## config.mk

```make
export PLATFORM = sky130hd
export DESIGN_NAME = dma_status_block
export DESIGN_NICKNAME = d
export VERILOG_FILES = /design/src/design/dma_status_pkg.sv /design/src/design/dma_status_block.sv /design/src/design/hold_interval_timer.sv
export VERILOG_INCLUDE_DIRS = /design/src /design/src/design
export SDC_FILE = /design/constraint.sdc
export NUM_CORES = 1
export LEC_CHECK = 0
export CAP_MARGIN = 20
export CORE_MARGIN = 3
export CORE_UTILIZATION = 46
export CTS_CLUSTER_SIZE = 28
export DETAILED_ROUTE_END_ITERATION = 10
export DONT_BUFFER_PORTS = 1
export SLEW_MARGIN = 20
export SYNTH_ARGS = -nofsm -noshare
export SYNTH_HDL_FRONTEND = slang
export SYNTH_HIERARCHICAL = 1
export SYNTH_SLANG_ARGS = --single-unit
```

## constraint.sdc

```tcl
create_clock -name clk -period 13.1 [get_ports clk]
set_clock_uncertainty 0.2 [all_clocks]
set_input_delay 1.31 -clock clk [delete_from_list [all_inputs] [get_ports clk]]
set_output_delay 1.31 -clock clk [all_outputs]
set_load 0.05 [all_outputs]
```

## src/design/dma_status_map.svh

```systemverilog
// Register offsets, field positions, reset values and timing counts of the DMA status block
`ifndef DMA_STATUS_MAP_SVH
`define DMA_STATUS_MAP_SVH

// Channel registers: address = channel * 0x40 + offset
`define OFF_CHAN_STATUS   6'h00
`define OFF_FAULT_CODE    6'h01
`define OFF_PCL_MODE      6'h05
`define OFF_CHAN_CONTROL  6'h07
`define OFF_NORMAL_VECTOR 6'h25
`define OFF_FAULT_VECTOR  6'h27
`define OFF_PRIORITY      6'h2d
`define ADDR_BUS_HOLD     10'h0ff
`define ADDR_CFG1_A       10'h101
`define ADDR_CFG1_B       10'h301

// Channel status and control bits
`define CSR_DONE_BIT      7
`define CSR_BLOCK_BIT     6
`define CSR_FAULT_BIT     4
`define CSR_ACTIVE_BIT    3
`define CSR_PCL_FALL_BIT  1
`define CCR_IRQ_EN_BIT    3

// Configuration register one fields
`define CFG_IRQ_MSB       7
`define CFG_IRQ_LSB       5
`define CFG_BRG_MSB       4
`define CFG_BRG_LSB       3
`define CFG_CARRY_BIT     2
`define CFG_ROR_BIT       1
`define CFG_DIR_BIT       0

// Reset values
`define VECTOR_RESET      8'h0f
`define IRQ_SEL_RESET     3'h0
`define BRG_SEL_RESET     2'h0
`define ROR_RESET         1'h1
`define CODE_NONE         5'h00

// Hold sample interval exponent offset and base burst length
`define HOLD_EXP_BASE     4'h5
`define BURST_BASE_CLKS   8'h10

`endif

```

## src/design/dma_status_pkg.sv

```systemverilog
// Types shared by the DMA status, priority and bus configuration block
package dma_status_pkg;

    // Fault codes of a channel
    typedef enum logic [4:0] {
        FAULT_NONE     = 5'h00,
        FAULT_CONFIG   = 5'h01,
        FAULT_TIMING   = 5'h02,
        FAULT_ADDR_MEM = 5'h05,
        FAULT_ADDR_DEV = 5'h06,
        FAULT_ADDR_BAS = 5'h07,
        FAULT_BUS_MEM  = 5'h09,
        FAULT_BUS_DEV  = 5'h0a,
        FAULT_BUS_BAS  = 5'h0b,
        FAULT_CNT_MEM  = 5'h0d,
        FAULT_CNT_DEV  = 5'h0e,
        FAULT_CNT_BAS  = 5'h0f,
        FAULT_EXT_ABRT = 5'h10,
        FAULT_SW_ABRT  = 5'h11
    } fault_code_t;

    // Per-channel event strobes from the transfer engine
    typedef struct packed {
        logic        done_set;
        logic        block_set;
        logic        pcl_fall_set;
        logic        active;
        logic        fault_set;
        fault_code_t fault_code;
    } chan_event_t;

    // Per-channel register state
    typedef struct packed {
        logic        done;
        logic        block;
        logic        fault;
        logic        pcl_fall;
        logic        irq_en;
        logic        pcl_irq;
        logic [1:0]  prio;
        logic [4:0]  code;
        logic [7:0]  nvec;
        logic [7:0]  fvec;
    } chan_state_t;

    // Board configuration outputs
    typedef struct packed {
        logic [2:0] irq_sel;
        logic [1:0] brg_sel;
        logic       carry_en;
        logic       ror_dis;
        logic       dir_a;
        logic       dir_b;
    } board_cfg_t;

endpackage

```

## src/design/dma_status_block.sv

```systemverilog
// DMA channel status, priority arbitration, interrupt vectoring and board configuration
`timescale 1ns/1ps
`include "dma_status_map.svh"

module dma_status_block (
    input  wire logic                           clk,
    input  wire logic                           nrst,
    input  wire logic [9:0]                     reg_addr,
    input  wire logic [7:0]                     reg_wdata,
    input  wire logic                           reg_wr,
    input  wire logic                           reg_rd,
    output logic [7:0]                          reg_rdata,
    input  wire dma_status_pkg::chan_event_t [3:0] chan_event,
    input  wire logic [3:0]                     svc_req,
    output logic                                grant_valid,
    output logic [1:0]                          grant_ch,
    input  wire logic                           hold_mode,
    input  wire logic                           operand_done,
    output logic                                bus_hold,
    output logic                                bus_release,
    output logic [6:0]                          vme_irq,
    input  wire logic                           iack_strobe,
    input  wire logic [2:0]                     iack_level,
    output logic                                iack_ack,
    output logic [7:0]                          iack_vector,
    output logic [1:0]                          port_status_irq,
    output dma_status_pkg::board_cfg_t          board_cfg
);

    typedef struct packed {
        dma_status_pkg::chan_state_t [3:0] ch;
        dma_status_pkg::board_cfg_t        cfg;
        logic [3:0]                        hold_reg;
        logic [1:0]                        svc_last;
        logic [1:0]                        irq_last;
        logic                              gnt_v;
        logic [1:0]                        gnt_ch;
        logic                              held;
        logic [6:0]                        irq_out;
        logic                              ack;
        logic [7:0]                        vec;
        logic [1:0]                        port_irq;
        logic [7:0]                        rdata;
    } block_state_t;

    block_state_t state_reg;
    block_state_t state_next;
    logic [3:0]   irq_pend;
    logic [2:0]   svc_pick;
    logic [2:0]   irq_pick;
    logic         release_pulse;
    logic [1:0]   a_ch;
    logic [5:0]   a_off;
    logic         chan_space;

    // Highest priority first, round robin from the last winner among ties
    function automatic logic [2:0] pick(input logic [3:0] req,
                                        input dma_status_pkg::chan_state_t [3:0] ch,
                                        input logic [1:0] last);
        logic [1:0] best;
        logic [1:0] c;
        logic [2:0] res;
        best = 2'h0;
        res  = 3'h0;
        for (int i = 0; i < 4; i++) begin
            if (req[i] && ch[i].prio > best) begin
                best = ch[i].prio;
            end
        end
        for (int k = 4; k >= 1; k--) begin
            c = 2'(last + 2'(k));
            if (req[c] && ch[c].prio == best) begin
                res = {1'b1, c};
            end
        end
        return res;
    endfunction

    // Burst time decode: 16, 32, 64 or 128 clocks
    function automatic logic [7:0] burst_clocks(input logic [1:0] bt);
        return 8'(`BURST_BASE_CLKS << bt);
    endfunction

    assign a_ch       = reg_addr[7:6];
    assign a_off      = reg_addr[5:0];
    assign chan_space = (reg_addr[9:8] == 2'h0) && (reg_addr != `ADDR_BUS_HOLD);

    always_comb begin
        for (int i = 0; i < 4; i++) begin
            irq_pend[i] = state_reg.ch[i].irq_en && (state_reg.ch[i].done
                          || state_reg.ch[i].block
                          || (state_reg.ch[i].pcl_fall && state_reg.ch[i].pcl_irq));
        end
    end

    assign svc_pick = pick(svc_req, state_reg.ch, state_reg.svc_last);
    assign irq_pick = pick(irq_pend, state_reg.ch, state_reg.irq_last);

    // one timer shared by every channel
    // Each operand as well as each request restarts the idle count
    hold_interval_timer u_hold (
        .clk                   (clk),
        .nrst                  (nrst),
        .holding               (state_reg.held),
        .activity              (|svc_req || operand_done),
        .burst_time_field      (state_reg.hold_reg[3:2]),
        .bandwidth_share_field (state_reg.hold_reg[1:0]),
        .release_pulse         (release_pulse)
    );

    // Next-state logic for registers, arbitration and acknowledge
    always_comb begin
        state_next       = state_reg;
        state_next.ack   = 1'b0;
        state_next.gnt_v = svc_pick[2];
        if (svc_pick[2]) begin
            state_next.gnt_ch   = svc_pick[1:0];
            state_next.svc_last = svc_pick[1:0];
        end

        // Software writes; status flags clear by writing one
        if (reg_wr && chan_space) begin
            unique case (a_off)
                `OFF_CHAN_STATUS: begin
                    if (reg_wdata[`CSR_DONE_BIT]) state_next.ch[a_ch].done = 1'b0;
                    if (reg_wdata[`CSR_BLOCK_BIT]) state_next.ch[a_ch].block = 1'b0;
                    if (reg_wdata[`CSR_PCL_FALL_BIT]) state_next.ch[a_ch].pcl_fall = 1'b0;
                    if (reg_wdata[`CSR_FAULT_BIT]) begin
                        state_next.ch[a_ch].fault = 1'b0;
                        state_next.ch[a_ch].code  = `CODE_NONE;
                    end
                end
                `OFF_CHAN_CONTROL: state_next.ch[a_ch].irq_en = reg_wdata[`CCR_IRQ_EN_BIT];
                `OFF_PCL_MODE:     state_next.ch[a_ch].pcl_irq = reg_wdata[0];
                `OFF_NORMAL_VECTOR: state_next.ch[a_ch].nvec = reg_wdata;
                `OFF_FAULT_VECTOR:  state_next.ch[a_ch].fvec = reg_wdata;
                `OFF_PRIORITY:     state_next.ch[a_ch].prio = reg_wdata[1:0];
                default: ;
            endcase
        end
        if (reg_wr && reg_addr == `ADDR_BUS_HOLD) begin
            state_next.hold_reg = reg_wdata[3:0];
        end
        // shared board bits, separate direction per port
        if (reg_wr && (reg_addr == `ADDR_CFG1_A || reg_addr == `ADDR_CFG1_B)) begin
            state_next.cfg.irq_sel  = reg_wdata[`CFG_IRQ_MSB:`CFG_IRQ_LSB];
            state_next.cfg.brg_sel  = reg_wdata[`CFG_BRG_MSB:`CFG_BRG_LSB];
            state_next.cfg.carry_en = reg_wdata[`CFG_CARRY_BIT];
            state_next.cfg.ror_dis  = reg_wdata[`CFG_ROR_BIT];
            if (reg_addr == `ADDR_CFG1_A) begin
                state_next.cfg.dir_a = reg_wdata[`CFG_DIR_BIT];
            end else begin
                state_next.cfg.dir_b = reg_wdata[`CFG_DIR_BIT];
            end
        end

        // event capture; set wins over a same-cycle clear
        for (int i = 0; i < 4; i++) begin
            if (chan_event[i].done_set) state_next.ch[i].done = 1'b1;
            if (chan_event[i].block_set) state_next.ch[i].block = 1'b1;
            if (chan_event[i].pcl_fall_set) state_next.ch[i].pcl_fall = 1'b1;
            if (chan_event[i].fault_set) begin
                state_next.ch[i].fault = 1'b1;
                state_next.ch[i].code  = chan_event[i].fault_code;
            end
        end

        if (iack_strobe && state_reg.cfg.irq_sel != 3'h0
            && iack_level == state_reg.cfg.irq_sel && irq_pick[2]) begin
            state_next.ack      = 1'b1;
            state_next.irq_last = irq_pick[1:0];
            state_next.vec = state_reg.ch[irq_pick[1:0]].fault
                           ? state_reg.ch[irq_pick[1:0]].fvec
                           : state_reg.ch[irq_pick[1:0]].nvec;
        end

        state_next.irq_out = '0;
        if (|irq_pend && state_reg.cfg.irq_sel != 3'h0) begin
            state_next.irq_out[3'(state_reg.cfg.irq_sel - 3'h1)] = 1'b1;
        end
        // status channels of the two ports
        state_next.port_irq = {irq_pend[3], irq_pend[1]};

        // keep the bus after an operand until idle
        // A fresh operand beats a release in the same cycle, so no transfer loses the bus
        if (hold_mode && operand_done) begin
            state_next.held = 1'b1;
        end else if (release_pulse || !hold_mode) begin
            state_next.held = 1'b0;
        end

        // Read data; write-only and unmapped addresses read zero
        if (reg_rd) begin
            state_next.rdata = 8'h00;
            if (reg_addr == `ADDR_BUS_HOLD) begin
                state_next.rdata = {4'h0, state_reg.hold_reg};
            end else if (chan_space) begin
                unique case (a_off)
                    `OFF_CHAN_STATUS: state_next.rdata = {state_reg.ch[a_ch].done,
                        state_reg.ch[a_ch].block, 1'b0, state_reg.ch[a_ch].fault,
                        chan_event[a_ch].active, 1'b0, state_reg.ch[a_ch].pcl_fall, 1'b0};
                    `OFF_FAULT_CODE:    state_next.rdata = {3'h0, state_reg.ch[a_ch].code};
                    `OFF_CHAN_CONTROL:  state_next.rdata = {4'h0, state_reg.ch[a_ch].irq_en,
                                                            3'h0};
                    `OFF_PCL_MODE:      state_next.rdata = {7'h00, state_reg.ch[a_ch].pcl_irq};
                    `OFF_NORMAL_VECTOR: state_next.rdata = state_reg.ch[a_ch].nvec;
                    `OFF_FAULT_VECTOR:  state_next.rdata = state_reg.ch[a_ch].fvec;
                    `OFF_PRIORITY:      state_next.rdata = {6'h00, state_reg.ch[a_ch].prio};
                    default:            state_next.rdata = 8'h00;
                endcase
            end
        end
    end

    always_ff @(posedge clk) begin
        if (!nrst) begin
            state_reg <= '0;
            for (int i = 0; i < 4; i++) begin
                state_reg.ch[i].nvec <= `VECTOR_RESET;
                state_reg.ch[i].fvec <= `VECTOR_RESET;
            end
            state_reg.cfg.irq_sel <= `IRQ_SEL_RESET;
            state_reg.cfg.brg_sel <= `BRG_SEL_RESET;
            state_reg.cfg.ror_dis <= `ROR_RESET;
        end else begin
            state_reg <= state_next;
        end
    end

    // Outputs straight from flip-flops
    assign reg_rdata       = state_reg.rdata;
    assign grant_valid     = state_reg.gnt_v;
    assign grant_ch        = state_reg.gnt_ch;
    assign bus_hold        = state_reg.held;
    assign bus_release     = release_pulse;
    assign vme_irq         = state_reg.irq_out;
    assign iack_ack        = state_reg.ack;
    assign iack_vector     = state_reg.vec;
    assign port_status_irq = state_reg.port_irq;
    assign board_cfg       = state_reg.cfg;

    // burst length decode; the timer works from the exponent instead
    logic [7:0] burst_len;
    assign burst_len = burst_clocks(state_reg.hold_reg[3:2]);

    // Interval equals burst length times two to the share field plus one
    a_interval_decode: assert property (@(posedge clk) disable iff (!nrst)
        (12'(burst_len) << (4'(state_reg.hold_reg[1:0]) + 4'h1))
        == 12'(u_hold.limit + 12'h001))
        else $error("Hold interval disagrees with burst decode");

    a_vector_reset: assert property (@(posedge clk)
        !nrst |=> state_reg.ch[0].nvec == 8'h0f && state_reg.ch[3].fvec == 8'h0f)
        else $error("Vectors not 0x0f after reset");

    a_cfg_reset: assert property (@(posedge clk)
        !nrst |=> board_cfg.ror_dis && board_cfg.irq_sel == 3'h0 && !board_cfg.dir_a)
        else $error("Board configuration reset values wrong");

    a_code_readonly: assert property (@(posedge clk) disable iff (!nrst)
        reg_wr && chan_space && a_off == `OFF_FAULT_CODE && !chan_event[a_ch].fault_set
        |=> state_reg.ch[$past(a_ch)].code == $past(state_reg.ch[a_ch].code))
        else $error("Fault code changed by a write");

    a_code_clear: assert property (@(posedge clk) disable iff (!nrst)
        reg_wr && chan_space && a_off == `OFF_CHAN_STATUS && reg_wdata[4] && a_ch == 2'h0
        && !chan_event[0].fault_set |=> state_reg.ch[0].code == 5'h00 && !state_reg.ch[0].fault)
        else $error("Fault code not cleared with flag");

    a_iack_mismatch: assert property (@(posedge clk) disable iff (!nrst)
        iack_strobe && iack_level != board_cfg.irq_sel |=> !iack_ack)
        else $error("Acknowledge on wrong level");

    a_iack_match: assert property (@(posedge clk) disable iff (!nrst)
        iack_strobe && board_cfg.irq_sel != 3'h0 && iack_level == board_cfg.irq_sel
        && |irq_pend |=> iack_ack)
        else $error("Matching acknowledge not answered");

    a_grant_prio: assert property (@(posedge clk) disable iff (!nrst)
        svc_req[3] && state_reg.ch[3].prio == 2'h3 |=> grant_valid
        && state_reg.ch[grant_ch].prio == 2'h3)
        else $error("Lower priority channel granted");

    a_irq_line: assert property (@(posedge clk) disable iff (!nrst)
        board_cfg.irq_sel == 3'h0 |=> vme_irq == 7'h00)
        else $error("Interrupt line driven with none selected");

    a_dir_separate: assert property (@(posedge clk) disable iff (!nrst)
        reg_wr && reg_addr == `ADDR_CFG1_B |=> $stable(board_cfg.dir_a)
        && board_cfg.carry_en == $past(reg_wdata[2]))
        else $error("Port B write disturbed port A direction");

    c_iack_fault: cover property (@(posedge clk) disable iff (!nrst)
        iack_ack && iack_vector == state_reg.ch[state_reg.irq_last].fvec);
    c_tie_grant: cover property (@(posedge clk) disable iff (!nrst)
        svc_req == 4'hf ##1 svc_req == 4'hf ##1 grant_valid);
    c_hold_cycle: cover property (@(posedge clk) disable iff (!nrst)
        bus_hold ##[1:300] !bus_hold);

endmodule

```

## src/design/hold_interval_timer.sv

```systemverilog
// Bus hold sample interval timer shared by all four channels
`timescale 1ns/1ps
`include "dma_status_map.svh"

module hold_interval_timer (
    input  wire logic       clk,
    input  wire logic       nrst,
    input  wire logic       holding,
    input  wire logic       activity,
    input  wire logic [1:0] burst_time_field,
    input  wire logic [1:0] bandwidth_share_field,
    output logic            release_pulse
);

    typedef struct packed {
        logic [11:0] cnt;
        logic        rel;
    } timer_state_t;

    timer_state_t state_reg;
    timer_state_t state_next;
    logic [11:0]  limit;

    // interval of 2^(burst + bandwidth + 5) clocks, at most 2048
    assign limit = 12'(12'h001 << (4'(burst_time_field) + 4'(bandwidth_share_field)
                                   + `HOLD_EXP_BASE)) - 12'h001;

    always_comb begin
        state_next     = state_reg;
        state_next.rel = 1'b0;
        if (!holding || activity) begin
            state_next.cnt = 12'h000;
        end else if (state_reg.cnt == limit) begin
            state_next.rel = 1'b1;
            state_next.cnt = 12'h000;
        end else begin
            state_next.cnt = state_reg.cnt + 12'h001;
        end
    end

    // Synchronous reset register
    always_ff @(posedge clk) begin
        if (!nrst) begin
            state_reg <= '0;
        end else begin
            state_reg <= state_next;
        end
    end

    assign release_pulse = state_reg.rel;

    a_hold_release_time: assert property (@(posedge clk) disable iff (!nrst)
        state_reg.rel |-> $past(state_reg.cnt) == $past(limit))
        else $error("Hold release before full sample interval");

    c_hold_release: cover property (@(posedge clk) disable iff (!nrst) state_reg.rel);

endmodule

```

==> metrics.md, run 1 <==
| Metric | Value |
|---|---|
| Status | finished, final reports clean |
| I/O pin count | 112 |
| Hold Crit Endpoint | u_hold/state_reg[1] |
| Largest net degree at the start of global routing | 87 |
| Slew at the pin closest to its max-slew limit | 1050 ps |
| Xor and xnor area share after synthesis | 0.0252 |
| Post-Synth Simple-Gate Area | 0.196 |
| Compound-Gate Fraction of Synth Area | 0.173 |
| GRT Util Overall | 0.251 |
| Hold path depth | 1 |
| Commonest non-fill, non-tap cell in the layout | dfxtp_1 |
| Yosys reg bits | 174 |
| # setup viols final | 0 |
| Postcts setup bufs | 0 |
| Ratio of cells with drive above 1 in the final layout | 0.106 |
| Synth Cell Area | 10100 um2 |
| FF-to-FF setup slack | 6030 ps |
| Congestion Overflow GR | 0 |
| Vias per cell | 6.19 |
| Sw Ratio | 0.261 |
| Post-cts resize count | 0 |
| Commonest non-fill, non-tap cells in the layout | dfxtp_1, nand2_1, nor2_1 |
| Asr flop ratio synth | 0 |
| I/O Buffers | 0 |
| Clock insertion delay at the later pin of the skew report | 440 ps |
| Drc violations | 0 |
| Sequential Power Share | 0.478 |
| Critical path arrival | 7200 ps |
| Rel. slew slack | 0.300 |
| Final WL | 30100 um |
| Adder-Cell Fraction of Synth Area | 0.0219 |
| FMAX | 142 MHz |
| Clk buf depth | 2 |
| CTS tree | built |
| Post-Syn Nets | 1264 |
| Worst r2r src | state_reg[72] |
| Initial antenna violation count | 0 |
| Num CTS Buffers | 17 |
| Cell row count | 53 |
| Max Cap Viol | 0 |
| Worst VDD drop | 0.0785 mV |
| Crit path max fanout | 29 |
| Nets | 1185 |
| Vias | 8569 |
| Full die area | 23700 um2 |
| Initial Util | 0.473 |
| TNS Setup | 0 ps |
| Synth Warn # | 6 |
| Gpl congestion | 0.923 |
| Final cycle utilization of the critical path | 0.539 |
| P&R area growth vs syn | 4.88% |
| RR Endpoint | iack_vector[5] |
| Multiplexer share of the synthesized area | 0.175 |
| Number of synthesized flops with an enable pin | 0 |
| Final Critical Period | 7070 ps |
| Worst setup path category | reg -> reg |
| Synth Area per Inst | 8.56 um2 |
| Sequential area share after synthesis | 0.346 |
| Worst-case reg-to-reg path depth | 25 |
| Hold_sp | u_hold/state_reg[1] |
| Drt first pass iters | 6 |
| Avg WL per Cell | 21.8 um |
| Clock sink total | 174 |
| DR iter-0 viols | 958 |
| Worst setup SP type | register |
| Worst min-delay path class | reg -> reg |
| Core footprint | 21300 um2 |
| Unrepaired setup endpoints after global routing | no |
| Int Power | 0.000876 W |
| Sw Pwr | 0.000310 W |
| Max Transition Viols Final | 0 |
| Main combinational cell family by area after synthesis | simple AND/OR/NAND/NOR gates |
| Power Total | 0.00119 W |
| Worst path required time | 13230 ps |
| First-pass GRT wire length | 47300 um |
| Die W | 154 um |
| CTS hold repair buffers | 0 |
| CP endpoint kind | register |
| Ys flop type | dfxtp_1 |
| Post-synthesis cell count | 1175 |
| Vias in the first global route | 8132 |
| Clock transition at path regs | 70 ps |
| Clock Power Share | 0.448 |
| Die Y | 154 um |
| Detailed placement HPWL | 21000 um |
| Pre-CTS WS | 6100 ps |
| Post-route ant nets | 0 |
| Max reg flops | 124 |
| Final-report hold violation count | 0 |
| H-tree depth | 4 |
| LEAKAGE | 3.63 nW |
| Comb pwr share | 0.074 |
| Clock root cell | clkbuf_16 |
| Cell Pwr Density | 112 nW/um2 |
| Antenna Cells | 0 |
| Final WS setup | 6030 ps |
| Netlist cell types | 71 |
==> layout make-up <==
cell class                 count  area, um2
multi-input combinational    872       5960
inverter                      23       87.6
fill                        2030      10700
timing repair buffer           8       60.1
clock inverter                14        171
tap                          275        344
sequential                   174       3480
clock buffer                  18        439
==> logic make-up after synthesis <==
family,count (synthesis)
flops,174
fa+ha+maj,17
compound gates,260
xor+xnor,29
simple gates,444
mux,122
buf+inv,129
==> critical path: stages (launching register included) <==
cell and delay [ps]:
dfxtp_1 320, a211o_1 360, nand3_1 140, ha_1 250, nor2b_1 160, o2111ai_4 240, mux2_4 360, ha_1 290
nor2b_1 230, o2111ai_4 240, nand2_1 160, o21ai_0 90, ha_1 310, nor2b_1 150, o2111ai_1 440, o21ai_0 260
a211o_1 320, o2111ai_1 160, and4_1 330, o21a_1 260, mux2i_4 250, buf_4 430, mux2i_1 170, a21oi_2 370
o211ai_1 170, a32o_1 280
==> worst max-delay path by stage <==
stage                       start        endpoint  slack (ps)  cells after the start
detailed placement  state_reg[72]  iack_vector[2]        6100                     25
global route        state_reg[72]  iack_vector[5]        5600                     25
global placement    state_reg[72]  iack_vector[2]        6220                     25
CTS                 state_reg[72]  iack_vector[2]        6100                     25
floorplan           state_reg[72]  iack_vector[0]        6870                     25
finish              state_reg[72]  iack_vector[5]        6030                     25
==> Yosys cell counts, drive strengths merged, types with 5 or more instances <==
library cell,count,area share
or3,9,0.0056
a22oi,32,0.024
ha,16,0.020
or2,6,0.0037
mux4,40,0.090
a32oi,9,0.0078
o21ai,41,0.020
nor3,8,0.0040
a21oi,99,0.050
inv,23,0.0086
and2,10,0.0062
nand2,158,0.059
mux2,20,0.023
nand2b,7,0.0044
dfxtp,174,0.35
nor2,154,0.057
clkbuf,59,0.022
nand4,7,0.0044
a211o,5,0.0044
nand3,46,0.023
o22ai,8,0.0050
and3,7,0.0049
a32o,7,0.0070
a211oi,5,0.0042
xnor2,11,0.0096
buf,47,0.032
o211ai,15,0.011
nor4,5,0.0031
xor2,18,0.016
mux2i,62,0.063
a31oi,6,0.0052
nor2b,13,0.0081
==> power by group through the flow <==
stage               clock network [W]   logic, W  registers (W)
global route                 0.000558  0.0000979       0.000568
CTS                          0.000539  0.0000871       0.000567
global placement                    0  0.0000861       0.000579
finish                       0.000531  0.0000874       0.000567
detailed placement                  0  0.0000867       0.000579
floorplan                           0   0.000102       0.000560
==> stage by stage <==
| step | util | hold WS [ps] | instances | instance area, um2 |
|---|---|---|---|---|
| after global routing | 0.496 | 301 | 1384 | 10600 |
| after CTS | 0.496 | 272 | 1384 | 10600 |
| after global placement | 0.467 | 250 | 1352 | 9940 |
| after floorplan | - | 227 | 1175 | 10100 |
| final | 0.496 | 269 | 1384 | 10600 |
| after detailed placement | 0.467 | 262 | 1352 | 9940 |
==> metal layers <==
layer,share of wire,vias to the layer above,GRT usage,routed length (um)
met1,0.44,4102,0.353,13300
met5,0,-,0,0
li1,-,4033,-,-
met2,0.44,386,0.382,13300
met4,0.018,0,0.0639,555
met3,0.099,48,0.0732,2990
(Power assumes the default switching activity.)
==> run 2, diff against run 1 <==
--- a/config.mk
+++ b/config.mk
@@ -6,6 +6,7 @@
 export SDC_FILE = /design/constraint.sdc
 export NUM_CORES = 1
 export LEC_CHECK = 0
+export ABC_AREA = 1
 export CAP_MARGIN = 20
 export CORE_MARGIN = 3
 export CORE_UTILIZATION = 46
==> constraint.sdc (replaced) <==
create_clock -name clk -period 6.16 [get_ports clk]
set_clock_uncertainty 0.2 [all_clocks]
set_input_delay 0.616 -clock clk [delete_from_list [all_inputs] [get_ports clk]]
set_output_delay 0.616 -clock clk [all_outputs]
set_load 0.05 [all_outputs]
==> run 2 against run 1 <==
Net effect:
- cell count grew 35%
- combinational power increased to 3.7 times the previous value
- first-iteration DRC count down 1.9%
- register-to-register slack worse by 5600 ps
- synthesized cell count rose by 39%
- utilization fell by 0.21 points
- design area is 6.5% higher
- maximum frequency up 24%
- worst hold slack got worse by 200 ps
- via count increased by 24%
- largest cell class unchanged
==> metrics.md, run 2 <==
| Metric | Value |
|---|---|
| Unrepaired setup endpoints after global routing | no |
| Max Cap Viol | 0 (unchanged) |
| Status | finished, final reports clean |
| Clk buf depth | 2 (unchanged) |
| Vias in the first global route | 9884 (+22%) |
| Synth Area per Inst | 6.59 um2 (-23%) |
| First-pass GRT wire length | 54800 um (+16%) |
| Number of synthesized flops with an enable pin | 0 (unchanged) |
| Synth Cell Area | 10700 um2 (+6.7%) |
| Final Critical Period | 5710 ps (-1350 ps) |
| Post-Layout Cell Count | 1875 (+35%) |
| Largest net degree at the start of global routing | 66 (-24%) |
| Die Y | 159 um (+3.2%) |
| Final-report hold violation count | 0 (unchanged) |
| TNS Setup | 0 ps (unchanged) |
| Detailed placement HPWL | 24000 um (+14%) |
| CP most frequent cell | nand2_1 |
| Initial antenna violation count | 0 (unchanged) |
| Initial Util | 0.471 (-0.00134) |
| CP endpoint kind | register |
| Final WS setup | 448 ps (-5590 ps) |
| Gpl congestion | 0.890 (-3.6%) |
| Critical path arrival | 5900 ps (-1300 ps) |
| Worst VDD drop | 0.153 mV (+94%) |
| CTS tree | built |
| Drc violations | 0 (unchanged) |
| Post-Syn Nets | 1717 (+36%) |
| Netlist cell types | 54 (-24%) |
| Drt first pass iters | 6 (unchanged) |
| Hold slack final | 64.2 ps (-205 ps) |
| Count leader, synth | nand2_1 |
| Clock transition at path regs | 80 ps (about the same) |
| CTS hold repair buffers | 0 (unchanged) |
| Die W | 159 um (+3.2%) |
| Reg area | 3480 um2 (unchanged) |
| Worst path required time | 6350 ps (-6880 ps) |
| Clock root cell | clkbuf_16 |
| GRT Util Overall | 0.268 (+0.0167) |
| FMAX | 175 MHz (+24%) |
| Placed insts | 1843 (+36%) |
| Commonest non-fill, non-tap cells in the layout | nand2_1, dfxtp_1, inv_1 |
| Postcts setup bufs | 0 (unchanged) |
| P&R area growth vs syn | 4.72% |
| I/O pin count | 112 (unchanged) |
| Worst setup path category | reg -> reg |
| Final WL | 34500 um (+14%) |
| Slew at the pin closest to its max-slew limit | 971 ps (-76.9 ps) |
| Post-synthesis cell count | 1628 (+39%) |
| Asr flop ratio synth | 0 (unchanged) |
| Core footprint | 22800 um2 (+7.0%) |
| Commonest non-fill, non-tap cell in the layout | nand2_1 |
| Pre-CTS WS | 586 ps (-5510 ps) |
| Clock sink total | 174 (unchanged) |
| Vias | 10612 (+24%) |
| Fill count | 2363 (+16%) |
| Critical Path Slowest Stage Cell | o21ai_2 |
| Synth Warn # | 6 (unchanged) |
| Nets | 1638 (+38%) |
| Max Transition Viols Final | 0 (unchanged) |
| Post-synth top area cell | dfxtp_1 |
| Rel. slew slack | 0.352 (+0.0521) |
| I/O Buffers | 0 (unchanged) |
| Final cycle utilization of the critical path | 0.927 (+0.388) |
| Ys flop type | dfxtp_1 |
| DR iter-0 viols | 940 (-1.9%) |
| Antenna Cells | 0 (unchanged) |
| Ratio of cells with drive above 1 in the final layout | 0.0666 (-0.0398) |
| Post-cts resize count | 0 (unchanged) |
| Sequential area share after synthesis | 0.325 (-0.0218) |
| Most common library cells after synthesis | nand2_1, dfxtp_1, inv_1 |
| H-tree depth | 4 (unchanged) |
| Full die area | 25200 um2 (+6.4%) |
| Yosys top cell area share | 0.325 (-0.0218) |
| # setup viols final | 0 (unchanged) |
| Cell Pwr Density | 237 nW/um2 (+110%) |
| Congestion Overflow GR | 0 (unchanged) |
| Worst setup SP type | register |
| Avg WL per Cell | 18.4 um (-16%) |
| Max reg flops | 124 (unchanged) |
| Synth area leaders | dfxtp_1, nand2_1, o21ai_0, inv_1, a21oi_1 |
| Num CTS Buffers | 17 (unchanged) |
| Crit path max fanout | 19 (-34%) |
| Cell row count | 55 (+3.8%) |
| Yosys reg bits | 174 (unchanged) |
| LEAKAGE | 4.54 nW (+25%) |
| Vias per cell | 5.66 (-8.6%) |
| Area of the multi-input gates | 5960 um2 (-0.13%) |
| Critical Path Max Stage Delay | 750 ps (+310 ps) |
| Clock insertion delay at the later pin of the skew report | 450 ps (about the same) |
| Post-route ant nets | 0 (unchanged) |
| Worst min-delay path class | in -> reg |
-- run 2: changes by cell type in the layout (fill, tap and decap cells not counted), sizes merged, moves of 10 or more --
| cell | previous run | this run |
|---|---|---|
| a21oi | 99 | 127 |
| inv | 29 | 184 |
| mux2 | 20 | 0 |
| mux2i | 62 | 0 |
| mux4 | 40 | 0 |
| nand2 | 158 | 439 |
| nand3 | 46 | 122 |
| nor2 | 154 | 114 |
| nor2b | 13 | 0 |
| o2111ai | 4 | 20 |
| o211ai | 15 | 25 |
| o21ai | 41 | 155 |
| o22ai | 8 | 34 |
-- run 2: worst paths after layout --
kind                            slack (ps)             endpoint  cells after the start                start
worst max-delay path                   450       iack_vector[5]                     37        state_reg[70]
worst min-delay path                    60         reg_rdata[4]                      1               reg_rd
worst max register to register         450       iack_vector[5]                     37        state_reg[70]
worst min register to register         250  u_hold/state_reg[1]                      1  u_hold/state_reg[1]
-- run 2: routing by layer --
layer	up-vias	routed length [um]	track usage	part of all wire
met2	413	16000	0.442	0.46
met5	-	0	0	0
met3	65	2480	0.0509	0.072
met4	0	1060	0.0895	0.031
met1	4870	15000	0.353	0.43
li1	5264	-	-	-
-- run 2: area by class of cell --
cell class              count  area share
multi-input cells        1160       0.530
flip-flops and latches    174       0.310
inverters                 182      0.0609
clock buffers              17      0.0378
well taps                 313      0.0348
clock inverters            15      0.0173
repair buffers             14     0.00935
-- run 2: worst max-delay path: cells and delay by family, from the launching register on --
family / cells / cell delay [ps]
AND/OR/NAND/NOR: 24 / 2620
AO/OA/AOI/OAI: 4 / 1140
adder cells (fa/ha/maj): 3 / 880
buffers and inverters: 6 / 420
flip-flops: 1 / 380
-- run 2: metrics by stage --
step / area (um2) / util / power (W)
CTS: 11200 / 0.493 / 0.00268
global placement: 10600 / 0.466 / 0.00154
finish: 11200 / 0.493 / 0.00266
floorplan: 10700 / - / 0.00149
detailed placement: 10600 / 0.466 / 0.00155
global route: 11200 / 0.493 / 0.00276
-- run 2: cell families after synthesis --
logic type                 count (synthesis)  share of synthesized area
buffers and inverters                    294                      0.121
and+or+nand+nor                          702                      0.280
DFF                                      174                      0.325
AOI/OAI and AO/OA                        422                      0.237
xor gates and xnor gates                  19                     0.0162
adders and majority gates                 17                     0.0205
-- run 2: power breakdown --
part           internal (W)  switching [W]
logic             0.0000994       0.000224
clock network      0.000588       0.000547
registers           0.00115      0.0000513
total               0.00184       0.000823
